[src/hdl/sbc_pkg.sv]
/*
 Shared constants and types for the register-access layer behind the
 16-bit serial port: addresses, field positions, reset values, modes.
 Assumes one system clock domain; serial pins are synchronised inside.
*/
`default_nettype none

package sbc_pkg;

    // Frame layout, least significant bit first on the wire
    localparam int unsigned FRAME_BITS = 16;
    localparam logic [4:0] FRAME_LEN = 5'd16;
    localparam logic [4:0] ADDR_DONE_CNT = 5'd7;

    // Register ranges
    localparam logic [6:0] CTRL_LAST = 7'h1E;
    localparam logic [6:0] STAT_FIRST = 7'h40;
    localparam logic [6:0] STAT_LAST = 7'h7E;
    localparam int unsigned NCTRL = 31;

    // Clearable status registers, index order used everywhere
    localparam int unsigned NSTAT = 9;
    localparam int unsigned SI_SUP2 = 0;
    localparam int unsigned SI_SUP1 = 1;
    localparam int unsigned SI_THERM = 2;
    localparam int unsigned SI_DEV = 3;
    localparam int unsigned SI_BUS = 4;
    localparam int unsigned SI_WK1 = 5;
    localparam int unsigned SI_WK2 = 6;
    localparam int unsigned SI_HSOC = 7;
    localparam int unsigned SI_HSOL = 8;
    localparam logic [6:0] STAT_ADDR [NSTAT] = '{7'h40, 7'h41, 7'h42, 7'h43, 7'h44,
                                                 7'h46, 7'h47, 7'h54, 7'h55};
    localparam logic [6:0] ADDR_WAKE_LEVEL = 7'h48;
    localparam logic [6:0] ADDR_FAMILY_ID = 7'h7E;

    // Control registers touched by mode changes
    localparam logic [6:0] ADDR_SUPPLY_CTRL = 7'h00;
    localparam logic [6:0] ADDR_MODE_CTRL = 7'h01;
    localparam logic [6:0] ADDR_BUS_CTRL = 7'h03;
    localparam logic [6:0] ADDR_HS_CTRL_1 = 7'h14;
    localparam logic [6:0] ADDR_HS_CTRL_2 = 7'h15;
    localparam logic [7:0] SECOND_SUPPLY_MASK = 8'h03;
    localparam int unsigned MODE_LSB = 6;
    localparam int unsigned CAN_LSB = 0;
    localparam int unsigned LIN_LSB = 2;
    localparam logic [1:0] XCVR_OFF = 2'h0;
    localparam logic [1:0] XCVR_WAKE = 2'h1;
    localparam int unsigned CMD_FAIL_BIT = 3;

    // Reset values
    localparam logic [7:0] CTRL_RESET = 8'h00;
    localparam logic [7:0] STAT_RESET = 8'h00;
    localparam logic [15:0] WORD_ZERO = 16'h0000;
    localparam logic [15:0] WORD_ONES = 16'hFFFF;

    typedef enum logic [1:0] {
        MODE_NORMAL  = 2'h0,
        MODE_SLEEP   = 2'h1,
        MODE_STOP    = 2'h2,
        MODE_RESTART = 2'h3
    } sbc_mode_t;

    typedef enum logic [1:0] {
        FR_IDLE  = 2'b00,
        FR_SHIFT = 2'b01,
        FR_END   = 2'b11
    } sbc_frame_state_t;

    typedef struct packed {
        logic chip_select_low;
        logic sclk;
        logic sdi;
    } sbc_pins_t;

    typedef struct packed {
        logic [7:0] data;
        logic       wr;
        logic [6:0] addr;
    } sbc_frame_t;

endpackage

`default_nettype wire

[src/hdl/sbc_spi_regs.sv]
/*
 Register-access layer of the serial port: frame capture, status
 summary, read/write and read/clear decode, mode-driven control updates.
 Assumes mode, restart and fault inputs come from logic on clk.
*/
// Functional notes
// - Address sits in frame bits six..zero
// - Data byte sits in frame bits fifteen..eight
// - Control range: bit7 low reads, high writes
// - Status range: bit7 high clears the byte
// - Wake level and identifier ignore clears
// - Whole byte written, cleared, read at once
// - Status bits stay until cleared by command
// - Frames ignored during restart mode
// - Status byte returned in same frame
// - Control: old byte now, new next frame
// - Summary bit set while register nonzero
// - Summary bits 0..3 map four status registers
// - Summary bit 4 ORs both wake registers
// - Summary bits 5..7 map remaining status registers
// - Wake level register excluded from summary
// - Mode bits show the mode entered
// - Low power keeps diagnosis, fail output held
// - Stop keeps transceiver control bits
// - Sleep forces active transceivers to wake-capable
// - Faulted switch turns off, no wake
// - Restart clears switch and second-supply config
// - Sample on falling, shift after rising edge
// - Release output as select rises, then interpret
// - Bad nonzero clock count discarded, error flagged next
// - Prohibited writes ignored, command-fail bit set
`default_nettype none

module sbc_spi_regs
    import sbc_pkg::*;
#(
    parameter logic [7:0] FAMILY_ID = 8'hA5 // Arbitrary identifier value
) (
    input  wire logic                             clk,
    input  wire logic                             rst_b,
    input  wire sbc_pkg::sbc_pins_t               spi_pins,
    output var  logic                             sdo,
    output var  logic                             sdo_oe,
    input  wire logic                             restart_mode,
    input  wire logic                             mode_change,
    input  wire sbc_pkg::sbc_mode_t               mode_entered,
    input  wire logic                             write_prohibited,
    input  wire logic [sbc_pkg::NSTAT-1:0][7:0]   stat_event,
    input  wire logic [7:0]                       wake_pin_level,
    input  wire logic                             fail_trigger,
    input  wire logic                             fail_clear,
    output var  logic [sbc_pkg::NCTRL-1:0][7:0]   ctrl_q,
    output var  logic [7:0]                       hs_drive_enable,
    output var  logic                             fail_output
);
    import sbc_pkg::*;

    sbc_pins_t        pins_s;
    logic             sclk_d;
    logic             cs_d;
    logic             sclk_rise;
    logic             sclk_fall;
    logic             cs_fall;
    logic             cs_rise;
    sbc_frame_state_t state;
    logic [4:0]       bit_cnt;
    logic [15:0]      rx;
    logic [15:0]      next_rx;
    logic [15:0]      tx;
    logic             clk_bad;
    logic             restart_seen;
    logic             err_pending;
    sbc_frame_t       frame;
    logic             frame_ok;
    logic             do_write;
    logic             do_clear;
    logic             cmd_fail;
    logic [NSTAT-1:0][7:0] stat;
    logic [7:0]       summary;
    logic             restart_entry;

    // Pins cross into clk through three stages each
    sbc_sync3 #(
        .WIDTH(3)
    ) u_sync (
        .clk  (clk),
        .rst_b(rst_b),
        .d    (spi_pins),
        .q    (pins_s)
    );

    // Edge detection on the filtered pins
    always_ff @(posedge clk or negedge rst_b)
    begin
        if (!rst_b)
        begin
            sclk_d <= 1'b1;
            cs_d   <= 1'b1;
        end
        else
        begin
            sclk_d <= pins_s.sclk;
            cs_d   <= pins_s.chip_select_low;
        end
    end

    assign sclk_rise = pins_s.sclk & ~sclk_d;
    assign sclk_fall = ~pins_s.sclk & sclk_d;
    assign cs_fall   = ~pins_s.chip_select_low & cs_d;
    assign cs_rise   = pins_s.chip_select_low & ~cs_d;
    assign next_rx   = {pins_s.sdi, rx[15:1]}; // LSB arrives first
    assign frame     = sbc_frame_t'(rx);

    // Frame sequencing: idle, shifting, interpretation
    always_ff @(posedge clk or negedge rst_b)
    begin
        if (!rst_b)
            state <= FR_IDLE;
        else
        begin
            case (state)
                FR_IDLE:
                    if (cs_fall)
                        state <= FR_SHIFT;
                FR_SHIFT:
                    if (cs_rise)
                        state <= FR_END;
                FR_END:
                    state <= FR_IDLE;
                default:
                    state <= FR_IDLE;
            endcase
        end
    end

    // Input shift on falling clock edges, count saturates
    always_ff @(posedge clk or negedge rst_b)
    begin
        if (!rst_b)
        begin
            rx      <= WORD_ZERO;
            bit_cnt <= 5'd0;
        end
        else if (state == FR_IDLE && cs_fall)
        begin
            rx      <= WORD_ZERO;
            bit_cnt <= 5'd0;
        end
        else if (state == FR_SHIFT && sclk_fall)
        begin
            rx <= next_rx;
            if (bit_cnt != 5'd31)
                bit_cnt <= bit_cnt + 5'd1;
        end
    end

    // Clock high at either select edge spoils the frame
    always_ff @(posedge clk or negedge rst_b)
    begin
        if (!rst_b)
            clk_bad <= 1'b0;
        else if (state == FR_IDLE && cs_fall)
            clk_bad <= pins_s.sclk;
        else if (state == FR_SHIFT && cs_rise && pins_s.sclk)
            clk_bad <= 1'b1;
    end

    // Any overlap with restart spoils the frame
    always_ff @(posedge clk or negedge rst_b)
    begin
        if (!rst_b)
            restart_seen <= 1'b0;
        else if (state == FR_IDLE && cs_fall)
            restart_seen <= restart_mode;
        else if (state == FR_SHIFT && restart_mode)
            restart_seen <= 1'b1;
    end

    // Frame accepted only with exactly sixteen clocks, no restart
    assign frame_ok = (state == FR_END) && (bit_cnt == FRAME_LEN) && !clk_bad && !restart_seen;
    assign cmd_fail = frame_ok && frame.wr && (frame.addr <= CTRL_LAST)
                      && (write_prohibited || rx == WORD_ZERO || rx == WORD_ONES);
    assign do_write = frame_ok && frame.wr && (frame.addr <= CTRL_LAST) && !cmd_fail;
    assign do_clear = frame_ok && frame.wr && (frame.addr >= STAT_FIRST);

    // Error held until shown at the start of the next frame
    always_ff @(posedge clk or negedge rst_b)
    begin
        if (!rst_b)
            err_pending <= 1'b0;
        else if (state == FR_END && bit_cnt != 5'd0 && !frame_ok)
            err_pending <= 1'b1;
        else if (state == FR_END && (clk_bad || restart_seen))
            err_pending <= 1'b1;
        else if (state == FR_IDLE && cs_fall)
            err_pending <= 1'b0;
    end

    // Byte returned for an address, whole byte at a time
    function automatic logic [7:0] read_byte(input logic [6:0] a,
                                              input logic [NCTRL-1:0][7:0] c,
                                              input logic [NSTAT-1:0][7:0] s);
        logic [7:0] r;
        r = 8'h00;
        if (a <= CTRL_LAST)
            r = c[a[4:0]];
        else if (a == ADDR_WAKE_LEVEL)
            r = wake_pin_level;
        else if (a == ADDR_FAMILY_ID)
            r = FAMILY_ID;
        for (int k = 0; k < NSTAT; k++)
            if (a == STAT_ADDR[k])
                r = s[k];
        return r;
    endfunction

    // Output shift: error first, summary, then addressed byte
    always_ff @(posedge clk or negedge rst_b)
    begin
        if (!rst_b)
        begin
            tx  <= WORD_ZERO;
            sdo <= 1'b0;
        end
        else if (restart_mode)
            sdo <= 1'b1; // Output held high while restarting
        else if (state == FR_IDLE && cs_fall)
        begin
            tx  <= {8'h00, summary};
            sdo <= err_pending;
        end
        else if (state == FR_SHIFT && sclk_rise)
        begin
            sdo <= tx[0];
            tx  <= {1'b0, tx[15:1]};
        end
        else if (state == FR_SHIFT && sclk_fall && bit_cnt == ADDR_DONE_CNT)
            tx[7:0] <= read_byte(next_rx[14:8], ctrl_q, stat);
    end

    // Output driven only between select edges
    always_ff @(posedge clk or negedge rst_b)
    begin
        if (!rst_b)
            sdo_oe <= 1'b0;
        else if (state == FR_IDLE && cs_fall)
            sdo_oe <= 1'b1;
        else if (cs_rise)
            sdo_oe <= 1'b0;
    end

    // Clearable status registers; an event in the clear cycle survives
    genvar i;
    generate
        for (i = 0; i < NSTAT; i++)
        begin : g_stat
            logic [7:0] hw_set;
            logic       clr;
            assign hw_set = stat_event[i] | ((i == SI_DEV && cmd_fail) ? 8'h01 << CMD_FAIL_BIT : 8'h00);
            assign clr    = do_clear && frame.addr == STAT_ADDR[i];
            always_ff @(posedge clk or negedge rst_b)
            begin
                if (!rst_b)
                    stat[i] <= STAT_RESET;
                else
                    stat[i] <= (clr ? 8'h00 : stat[i]) | hw_set;
            end
        end
    endgenerate

    // Summary: one bit per status register, wake pair merged
    always_ff @(posedge clk or negedge rst_b)
    begin
        if (!rst_b)
            summary <= 8'h00;
        else
        begin
            summary[0] <= |stat[SI_SUP1];
            summary[1] <= |stat[SI_THERM];
            summary[2] <= |stat[SI_DEV];
            summary[3] <= |stat[SI_BUS];
            summary[4] <= |(stat[SI_WK1] | stat[SI_WK2]);
            summary[5] <= |stat[SI_SUP2];
            summary[6] <= |stat[SI_HSOC];
            summary[7] <= |stat[SI_HSOL];
        end
    end

    assign restart_entry = mode_change && mode_entered == MODE_RESTART;

    // Control registers; mode changes override a same-cycle write
    generate
        for (i = 0; i < NCTRL; i++)
        begin : g_ctrl
            logic [7:0] next_ctrl;
            always_comb
            begin
                next_ctrl = ctrl_q[i];
                if (do_write && frame.addr[4:0] == 5'(i))
                    next_ctrl = frame.data;
                if (mode_change && 7'(i) == ADDR_MODE_CTRL)
                    next_ctrl[MODE_LSB +: 2] = mode_entered;
                if (mode_change && mode_entered == MODE_SLEEP && 7'(i) == ADDR_BUS_CTRL)
                begin
                    if (next_ctrl[CAN_LSB +: 2] != XCVR_OFF && next_ctrl[CAN_LSB +: 2] != XCVR_WAKE)
                        next_ctrl[CAN_LSB +: 2] = XCVR_WAKE;
                    if (next_ctrl[LIN_LSB +: 2] != XCVR_OFF && next_ctrl[LIN_LSB +: 2] != XCVR_WAKE)
                        next_ctrl[LIN_LSB +: 2] = XCVR_WAKE;
                end
                if (restart_entry && (7'(i) == ADDR_HS_CTRL_1 || 7'(i) == ADDR_HS_CTRL_2))
                    next_ctrl = 8'h00;
                if (restart_entry && 7'(i) == ADDR_SUPPLY_CTRL)
                    next_ctrl = next_ctrl & ~SECOND_SUPPLY_MASK;
            end
            always_ff @(posedge clk or negedge rst_b)
            begin
                if (!rst_b)
                    ctrl_q[i] <= CTRL_RESET;
                else
                    ctrl_q[i] <= next_ctrl;
            end
        end
    endgenerate

    // Switch drive gated by its own fault, no wake request raised
    always_ff @(posedge clk or negedge rst_b)
    begin
        if (!rst_b)
            hs_drive_enable <= 8'h00;
        else
            hs_drive_enable <= ctrl_q[ADDR_HS_CTRL_1[4:0]] & ~(stat[SI_HSOC] | stat[SI_HSOL]);
    end

    // Fail output ignores mode changes; only its own clear releases it
    always_ff @(posedge clk or negedge rst_b)
    begin
        if (!rst_b)
            fail_output <= 1'b0;
        else if (fail_trigger)
            fail_output <= 1'b1;
        else if (fail_clear)
            fail_output <= 1'b0;
    end
endmodule

`default_nettype wire

[src/hdl/sbc_sync3.sv]
/*
 Three-stage synchroniser with agreement filter for asynchronous pins.
 Assumes each bit is an independent level; no bus coherency is implied.
*/
`default_nettype none

module sbc_sync3 #(
    parameter int unsigned WIDTH = 3
) (
    input  wire logic             clk,
    input  wire logic             rst_b,
    input  wire logic [WIDTH-1:0] d,
    output var  logic [WIDTH-1:0] q
);
    logic [WIDTH-1:0] s1;
    logic [WIDTH-1:0] s2;
    logic [WIDTH-1:0] s3;

    // First stage feeds only the second, so metastability stays contained
    always_ff @(posedge clk or negedge rst_b)
    begin
        if (!rst_b)
        begin
            s1 <= '1;
            s2 <= '1;
            s3 <= '1;
        end
        else
        begin
            s1 <= d;
            s2 <= s1;
            s3 <= s2;
        end
    end

    // A bit changes only once the two later stages agree
    genvar i;
    generate
        for (i = 0; i < WIDTH; i++)
        begin : g_bit
            always_ff @(posedge clk or negedge rst_b)
            begin
                if (!rst_b)
                    q[i] <= 1'b1;
                else if (s2[i] == s3[i])
                    q[i] <= s3[i];
            end
        end
    endgenerate
endmodule

`default_nettype wire

[config.mk]
export PLATFORM = sky130hd
export DESIGN_NAME = sbc_spi_regs
export DESIGN_NICKNAME = d
export VERILOG_FILES = /design/src/hdl/sbc_pkg.sv /design/src/hdl/sbc_spi_regs.sv /design/src/hdl/sbc_sync3.sv
export SDC_FILE = /design/constraint.sdc
export NUM_CORES = 1
export LEC_CHECK = 0
export BUFFER_PORTS_ARGS = -buffer_cell sky130_fd_sc_hd__buf_4
export CORE_MARGIN = 2
export CORE_UTILIZATION = 28
export DETAILED_ROUTE_END_ITERATION = 8
export SYNTH_ARGS = -nofsm -noshare
export SYNTH_HDL_FRONTEND = slang
export SYNTH_SLANG_ARGS = --single-unit
[constraint.sdc]
create_clock -name clk -period 3.4 [get_ports clk]
set_input_delay 0.51 -clock clk [delete_from_list [all_inputs] [get_ports clk]]
set_output_delay 0.51 -clock clk [all_outputs]
set_load 0.02 [all_outputs]
==> tab_implementation.tex, run 1 <==
\begin{tabular}{lr}
\hline
Metric & Value \\
\hline
\multicolumn{2}{l}{\textbf{Setup path}} \\
Startpoint Class & flop \\
Setup Crit Path Kind & reg2reg \\
Critical Path Fanout Max & 8 \\
Required time at the endpoint of the critical path & 3.88 ns \\
Endpoint class of the critical path & flop \\
Worst endpoint data arrival time & 3.77 ns \\
\multicolumn{2}{l}{\textbf{Floorplanning}} \\
Width of the die & 258 um \\
IO Pins & 351 \\
Initial core utilization & 28.4\% \\
Die Ht & 258 um \\
Area of the die & 66300 sq um \\
Placeable core area & 63300 sq um \\
Number of rows in the core area & 92 \\
\multicolumn{2}{l}{\textbf{Drt}} \\
DRC & 0 \\
Mean number of vias per cell & 5.36 \\
Total wire length after detailed routing & 76900 um \\
Antenna viol nets, final & 0 \\
Via count & 14.5k \\
DRT iter0 DRCs & 1091 \\
Per-cell routed wire length & 28.5 um \\
Detailed Routing Iterations Pass 1 & 5 \\
\multicolumn{2}{l}{\textbf{Timing}} \\
Relative slew slack & 43.1\% \\
Max Slew Vio Count & 0 \\
Period utilization & 96.5\% \\
Final Hold Viols & 0 \\
Max Freq & 305 MHz \\
Minimum clock period & 3.28 ns \\
Final setup skew & 0.0345 ns \\
Total Negative Setup Slacks & 0 ns \\
RSZ-0062 raised after global routing & no \\
Actual slew at the worst max-slew pin & 0.845 ns \\
Number of failing setup endpoints in the final timing report & 0 \\
\multicolumn{2}{l}{\textbf{Synth}} \\
Post-Synthesis Mean Instance Area & 12.6 sq um \\
Dominant cells by area after synthesis & sky130\_fd\_sc\_hd\_\_dfrtp\_1, sky130\_fd\_sc\_hd\_\_mux2\_2, sky130\_fd\_sc\_hd\_\_mux4\_2 \\
Number of distinct standard cells referenced by the synthesized netlist & 80 \\
Synth warn & 0 \\
Top\_reg\_cell synth & sky130\_fd\_sc\_hd\_\_dfrtp\_1 \\
Number of enable-type register cells in the synthesized netlist & 0 \\
Post-Synthesis Cell Area & 18000 sq um \\
Synth area leader & sky130\_fd\_sc\_hd\_\_dfrtp\_1 \\
Async S/R FF share, synth & 100\% \\
Sequential area share after synthesis & 53.9\% \\
Synthesized instance count & 1433 \\
Flip-flop and latch count after synthesis & 387 \\
Syn\_nets & 1528 \\
Area share of the largest cell type after synthesis & 51.9\% \\
\multicolumn{2}{l}{\textbf{Finish}} \\
Commonest non-fill, non-tap cell in the layout & sky130\_fd\_sc\_hd\_\_buf\_4 \\
Number of nets in the final layout & 1914 \\
Ant diodes & 0 \\
Fin cells & 2699 \\
Share of cells above drive strength 1 & 43.7\% \\
Layout overhead on the synthesized area & 31.7\% \\
Top library cells by usage in the layout, fill and taps aside & sky130\_fd\_sc\_hd\_\_buf\_4, sky130\_fd\_sc\_hd\_\_dfrtp\_1, sky130\_fd\_sc\_hd\_\_mux2\_2 \\
\multicolumn{2}{l}{\textbf{Min path}} \\
Worst hold-check path type & in2reg \\
\multicolumn{2}{l}{\textbf{Clock tree}} \\
Cell at the root of the clock tree & sky130\_fd\_sc\_hd\_\_clkbuf\_16 \\
Post-cts resize count & 0 \\
CTS H-tree lvls & 2 \\
Clock-pin slew reported for the worst setup and hold paths after clock tree synthesis & 0.06 ns \\
Clock insertion delay at the later pin of the skew report & 0.61 ns \\
Maximum clock insertion buffer count & 3 \\
Num Clock Sinks & 387 \\
TritonCTS clock tree & yes \\
TritonCTS buffer count & 47 \\
\multicolumn{2}{l}{\textbf{Placed design}} \\
Post-detailed-placement half-perimeter wirelength & 57400 um \\
Final Wtd Congestion & 0.921 \\
Port Buffer Count & 350 \\
Placed Cells incl. Taps & 2611 \\
\multicolumn{2}{l}{\textbf{Power and ir drop}} \\
Lkg Pwr & 0.0107 uW \\
Cell area power density & 551 nW/um\^{}2 \\
Worst IR drop on VDD & 0.395 mV \\
Sum of internal, switching and leakage power & 13100 uW \\
\multicolumn{2}{l}{\textbf{GRT}} \\
Global router's overall resource usage & 22.8\% \\
Number of antenna violations at the first check in global routing & 0 \\
Vias in the first global route & 14.9k \\
Maximum number of pins on one net before global-route repair & 82 \\
Global-route wire length before repair & 111000 um \\
Grt ovf & 0 \\
\multicolumn{2}{l}{\textbf{Job}} \\
Max-cap violation count & 0 \\
\multicolumn{2}{l}{\textbf{Outcome}} \\
Outcome & completed \\
\hline
\end{tabular}
-- critical path: stages (launching register included) --
cell and delay, ns:
sky130_fd_sc_hd__dfrtp_1 0.42, sky130_fd_sc_hd__inv_1 0.07, sky130_fd_sc_hd__ha_1 0.14, sky130_fd_sc_hd__or4b_4 0.48
sky130_fd_sc_hd__nor4_4 0.46, sky130_fd_sc_hd__or4b_1 0.64, sky130_fd_sc_hd__nor2_2 0.53, sky130_fd_sc_hd__mux2_2 0.40
-- flip-flops by register name, indices dropped and copies added, names as in the netlist, 3 cells and up --
| register | count |
|---|---|
| u_sync.s2 | 3 |
| hs_drive_enable | 8 |
| bit_cnt | 5 |
| u_sync.q | 3 |
| u_sync.s1 | 3 |
| ctrl_q | 248 |
| frame | 16 |
| tx | 8 |
| u_sync.s3 | 3 |
| stat | 72 |
| summary | 8 |
-- layout make-up --
| type | instances | area (sq um) |
|---|---|---|
| Clock buffer | 63 | 1320 |
| Clock inverter | 20 | 254 |
| Fill cell | 6207 | 39600 |
| Inverter | 10 | 37.5 |
| Multi-Input combinational cell | 931 | 7850 |
| Sequential cell | 387 | 9710 |
| Tap cell | 846 | 1060 |
| Timing Repair Buffer | 442 | 3480 |
-- power breakdown --
part | leakage, uW | internal (uW) | switching, uW
Sequential | 0.00489 | 4760 | 236
Combinational | 0.00500 | 998 | 1890
Clock | 0.000763 | 3040 | 2140
Total | 0.0107 | 8790 | 4270
-- routing by layer --
| metal | global-route usage (%) | wire length, um | vias to the layer above |
|---|---|---|---|
| met5 | 0 | 0 | - |
| met4 | 6.41 | 2190 | 0 |
| met3 | 4.24 | 5130 | 111 |
| met2 | 38.0 | 37300 | 648 |
| met1 | 30.3 | 32300 | 7604 |
| li1 | - | - | 6091 |
-- synth_stat cells, types with 4 or more instances --
| library cell | count |
|---|---|
| sky130_fd_sc_hd__mux2_2 | 194 |
| sky130_fd_sc_hd__dfstp_2 | 14 |
| sky130_fd_sc_hd__mux2_1 | 5 |
| sky130_fd_sc_hd__buf_1 | 11 |
| sky130_fd_sc_hd__a21oi_1 | 25 |
| sky130_fd_sc_hd__mux4_2 | 48 |
| sky130_fd_sc_hd__a211oi_1 | 7 |
| sky130_fd_sc_hd__a22o_1 | 19 |
| sky130_fd_sc_hd__o22ai_1 | 7 |
| sky130_fd_sc_hd__nand4_1 | 8 |
| sky130_fd_sc_hd__nand2_4 | 4 |
| sky130_fd_sc_hd__nor4b_1 | 4 |
| sky130_fd_sc_hd__and3_1 | 4 |
| sky130_fd_sc_hd__mux2i_1 | 59 |
| sky130_fd_sc_hd__a21o_1 | 74 |
| sky130_fd_sc_hd__a221oi_1 | 12 |
| sky130_fd_sc_hd__nor2b_1 | 16 |
| sky130_fd_sc_hd__nor4_1 | 23 |
| sky130_fd_sc_hd__nand2b_1 | 13 |
| sky130_fd_sc_hd__nor2_1 | 61 |
| sky130_fd_sc_hd__clkbuf_1 | 72 |
| sky130_fd_sc_hd__o211ai_1 | 10 |
| sky130_fd_sc_hd__buf_2 | 20 |
| sky130_fd_sc_hd__o21ai_0 | 69 |
| sky130_fd_sc_hd__nand2_1 | 109 |
| sky130_fd_sc_hd__a22oi_1 | 10 |
| sky130_fd_sc_hd__a2111oi_0 | 5 |
| sky130_fd_sc_hd__nand3_2 | 4 |
| sky130_fd_sc_hd__nand3_1 | 14 |
| sky130_fd_sc_hd__inv_1 | 10 |
| sky130_fd_sc_hd__nor3_1 | 16 |
| sky130_fd_sc_hd__nor3b_1 | 8 |
| sky130_fd_sc_hd__o221ai_1 | 4 |
| sky130_fd_sc_hd__nor4_4 | 5 |
| sky130_fd_sc_hd__and2_1 | 8 |
| sky130_fd_sc_hd__a31oi_1 | 11 |
| sky130_fd_sc_hd__or3_1 | 7 |
| sky130_fd_sc_hd__dfrtp_1 | 373 |
-- logic make-up (layout without fill, tap and decap cells) --
| kind of cell | after synthesis | count (layout) | share of synthesized area (%) |
|---|---|---|---|
| flops | 387 | 387 | 53.9 |
| simple gates | 333 | 333 | 10.4 |
| mux | 306 | 306 | 21.7 |
| compound gates | 283 | 283 | 10.9 |
| buf+inv | 115 | 535 | 2.58 |
| fa+ha+maj | 6 | 6 | 0.375 |
| xor+xnor | 3 | 3 | 0.146 |
-- timing repair --
action,CTS,global route
hold buffers,1,0
endpoints found under the hold margin,54,0
endpoints found under the setup margin,0,5
setup buffers,0,4
-- metrics by stage --
step                      util, %  hold slack (ns)  area [sq um]  setup slack [ns]
final                        37.4           0.0200         23700             0.118
after global routing         37.4          0.00296         23700            0.0327
after CTS                    37.4          0.00320         23700             0.175
after detailed placement     34.9            0.347         22100             0.201
after global placement       34.9            0.348         22100             0.210
after floorplan                 -            0.214         18000             0.644
-- path summary, 6_finish.rpt --
check	start	endpoint	slack, ns	cells past startpoint
max in group asynchronous	rst_b	ctrl_q[33]	1.81	4
min	spi_pins[0]	u_sync.s1[0]	0.02	1
max	bit_cnt[1]	ctrl_q[123]	0.12	7
max reg2reg	bit_cnt[1]	ctrl_q[123]	0.12	7
min reg2reg	u_sync.s2[0]	u_sync.s3[0]	0.37	0
min in group asynchronous	rst_b	ctrl_q[180]	0.49	2
Power figures use the tool's default switching activity.
==> inputs of run 2 (changes only) <==
--- a/config.mk
+++ b/config.mk
@@ -8,7 +8,9 @@
 export BUFFER_PORTS_ARGS = -buffer_cell sky130_fd_sc_hd__buf_4
 export CORE_MARGIN = 2
 export CORE_UTILIZATION = 28
+export CTS_CLUSTER_DIAMETER = 80
 export DETAILED_ROUTE_END_ITERATION = 8
+export PLACE_DENSITY = 0.57
 export SYNTH_ARGS = -nofsm -noshare
 export SYNTH_HDL_FRONTEND = slang
 export SYNTH_SLANG_ARGS = --single-unit
==> run 2 against run 1 <==
Net effect:
- core utilization shrank 0.073 points
- first-iteration DRC count grew 19%
- clock skew shrank 0.0042 ns
- wire length is 2.5% lower
- critical endpoint is now ctrl_q[111]
==> tab_implementation.tex, run 2 (synthesized netlist as in run 1, its figures left out) <==
\begin{tabular}{lr}
\hline
Metric & Value \\
\hline
\multicolumn{2}{l}{\textbf{Finish}} \\
Largest register FFs & 248 (unchanged) \\
Register with the most flip-flops & ctrl\_q \\
Ant diodes & 0 (unchanged) \\
Number of nets in the final layout & 1909 (-0.26\%) \\
Layout filler cell count & 6279 (+1.2\%) \\
Commonest non-fill, non-tap cell in the layout & sky130\_fd\_sc\_hd\_\_buf\_4 \\
Top library cells by usage in the layout, fill and taps aside & sky130\_fd\_sc\_hd\_\_buf\_4, sky130\_fd\_sc\_hd\_\_dfrtp\_1, sky130\_fd\_sc\_hd\_\_mux2\_2 \\
Registers with the most flip-flops & ctrl\_q (248), stat (72), frame (16) \\
Share of cells above drive strength 1 & 43.7\% (+0.047 points) \\
Layout overhead on the synthesized area & 31.4\% \\
\multicolumn{2}{l}{\textbf{Placed design}} \\
Post-detailed-placement half-perimeter wirelength & 56000 um (-2.4\%) \\
Final Wtd Congestion & 0.930 (+0.97\%) \\
Port Buffer Count & 350 (unchanged) \\
Worst setup slack before clock tree synthesis & 0.226 ns (+0.0252 ns) \\
\multicolumn{2}{l}{\textbf{GRT}} \\
Number of antenna violations at the first check in global routing & 0 (unchanged) \\
Global-route wire length before repair & 108000 um (-2.9\%) \\
Maximum number of pins on one net before global-route repair & 78 (-4.9\%) \\
Global router's overall resource usage & 22.2\% (-0.61 points) \\
Vias in the first global route & 14.7k (-1.6\%) \\
Grt ovf & 0 (unchanged) \\
\multicolumn{2}{l}{\textbf{Min path}} \\
Min-delay src & fail\_trigger \\
Worst hold-check path type & in2reg \\
\multicolumn{2}{l}{\textbf{Drt}} \\
Total wire length after detailed routing & 75000 um (-2.5\%) \\
Detailed Routing Iterations Pass 1 & 5 (unchanged) \\
Per-cell routed wire length & 27.8 um (-2.5\%) \\
Via count & 14.3k (-1.4\%) \\
DRT iter0 DRCs & 1299 (+19\%) \\
Antenna viol nets, final & 0 (unchanged) \\
DRC & 0 (unchanged) \\
Mean number of vias per cell & 5.28 (-1.3\%) \\
\multicolumn{2}{l}{\textbf{Setup path}} \\
Startpoint Class & flop \\
Timing startpoint of the critical path & bit\_cnt[0] \\
Worst endpoint data arrival time & 3.66 ns (-0.11 ns) \\
Critical Path Fanout Max & 8 (unchanged) \\
Setup Crit Path Kind & reg2reg \\
Endpoint class of the critical path & flop \\
Required time at the endpoint of the critical path & 3.89 ns (about the same) \\
Worst r2r src & bit\_cnt[0] \\
\multicolumn{2}{l}{\textbf{Timing}} \\
Minimum clock period & 3.17 ns (-0.113 ns) \\
Final Hold Viols & 0 (unchanged) \\
Max Freq & 316 MHz (+3.6\%) \\
Minimum setup slack in the final design & 0.231 ns (+0.113 ns) \\
Period utilization & 93.2\% (-3.3 points) \\
Final setup skew & 0.0303 ns (-0.00422 ns) \\
Total Negative Setup Slacks & 0 ns (unchanged) \\
Max Slew Vio Count & 0 (unchanged) \\
Number of failing setup endpoints in the final timing report & 0 (unchanged) \\
RSZ-0062 raised after global routing & no \\
Min Hold Slack & 0.0778 ns (+0.0578 ns) \\
Relative slew slack & 31.2\% (-12 points) \\
Actual slew at the worst max-slew pin & 1.03 ns (+0.187 ns) \\
\multicolumn{2}{l}{\textbf{Floorplanning}} \\
Placeable core area & 63300 sq um (unchanged) \\
Area of the die & 66300 sq um (unchanged) \\
Width of the die & 258 um (unchanged) \\
IO Pins & 351 (unchanged) \\
Die Ht & 258 um (unchanged) \\
Initial core utilization & 28.4\% (unchanged) \\
Number of rows in the core area & 92 (unchanged) \\
\multicolumn{2}{l}{\textbf{Clock tree}} \\
Num Clock Sinks & 387 (unchanged) \\
Clock-pin slew reported for the worst setup and hold paths after clock tree synthesis & 0.06 ns (about the same) \\
TritonCTS clock tree & yes \\
Clock insertion delay at the later pin of the skew report & 0.61 ns (about the same) \\
TritonCTS buffer count & 47 (unchanged) \\
Number of buffers added for setup after CTS & 0 (unchanged) \\
CTS H-tree lvls & 2 (unchanged) \\
Maximum clock insertion buffer count & 3 (unchanged) \\
Cell at the root of the clock tree & sky130\_fd\_sc\_hd\_\_clkbuf\_16 \\
\multicolumn{2}{l}{\textbf{Power and ir drop}} \\
Sum of internal, switching and leakage power & 13000 uW (-0.60\%) \\
Lkg Pwr & 0.0107 uW (about the same) \\
Cell area power density & 549 nW/um\^{}2 (-0.40\%) \\
Worst IR drop on VDD & 0.374 mV (-5.2\%) \\
\multicolumn{2}{l}{\textbf{Job}} \\
Max-cap violation count & 0 (unchanged) \\
\multicolumn{2}{l}{\textbf{Outcome}} \\
Outcome & completed \\
\hline
\end{tabular}
-- run 2: critical path: stages, from the launching register on --
cell and delay, ns:
sky130_fd_sc_hd__dfrtp_1 0.42, sky130_fd_sc_hd__inv_1 0.08, sky130_fd_sc_hd__ha_1 0.13, sky130_fd_sc_hd__or4b_4 0.48
sky130_fd_sc_hd__nor4_4 0.46, sky130_fd_sc_hd__or4b_1 0.66, sky130_fd_sc_hd__nor3_4 0.44, sky130_fd_sc_hd__mux2_2 0.39
-- run 2: final timing paths --
path | endpoint | slack (ns) | cells after the start
min in group asynchronous | hs_drive_enable[6] | 0.50 | 2
worst min register to register | u_sync.s2[0] | 0.36 | 0
worst max register to register | ctrl_q[111] | 0.23 | 7
worst min-delay path | fail_output | 0.08 | 2
max in group asynchronous | ctrl_q[103] | 2.01 | 3
worst max-delay path | ctrl_q[111] | 0.23 | 7
-- run 2: per-layer routing --
metal  GRT usage, %  share of wire, %
met3           3.84               6.3
met1           29.5                42
met4           6.58               2.8
met2           37.0                49
met5              0                 0
-- run 2: repair_timing --
| action | in CTS | in global routing |
|---|---|---|
| gates resized for setup | 0 | 0 |
| hold buffers | 4 | 0 |
| endpoints found under the hold margin | 64 | 0 |
-- run 2: layout make-up --
| type | instances | area, sq um | area share [%] |
|---|---|---|---|
| clock inverters | 23 | 249 | 1.05 |
| clock buffers | 63 | 1360 | 5.73 |
| flip-flops and latches | 387 | 9710 | 41.1 |
| well taps | 846 | 1060 | 4.47 |
| multi-input cells | 931 | 7850 | 33.2 |
| repair buffers | 437 | 3400 | 14.4 |
| inverters | 10 | 37.5 | 0.159 |
-- run 2: power breakdown --
| part | switching (uW) | internal [uW] |
|---|---|---|
| combinational | 1790 | 961 |
| sequential | 277 | 4750 |
| clock | 2150 | 3050 |
-- run 2: through the flow --
step / cells / utilization [%] / area [sq um]
5_1_grt: 2697 / 37.4 / 23700
3_3_place_gp: 2607 / 34.8 / 22000
6_report: 2697 / 37.4 / 23700
4_1_cts: 2697 / 37.4 / 23700
2_1_floorplan: 1433 / - / 18000
3_5_place_dp: 2607 / 34.8 / 22000
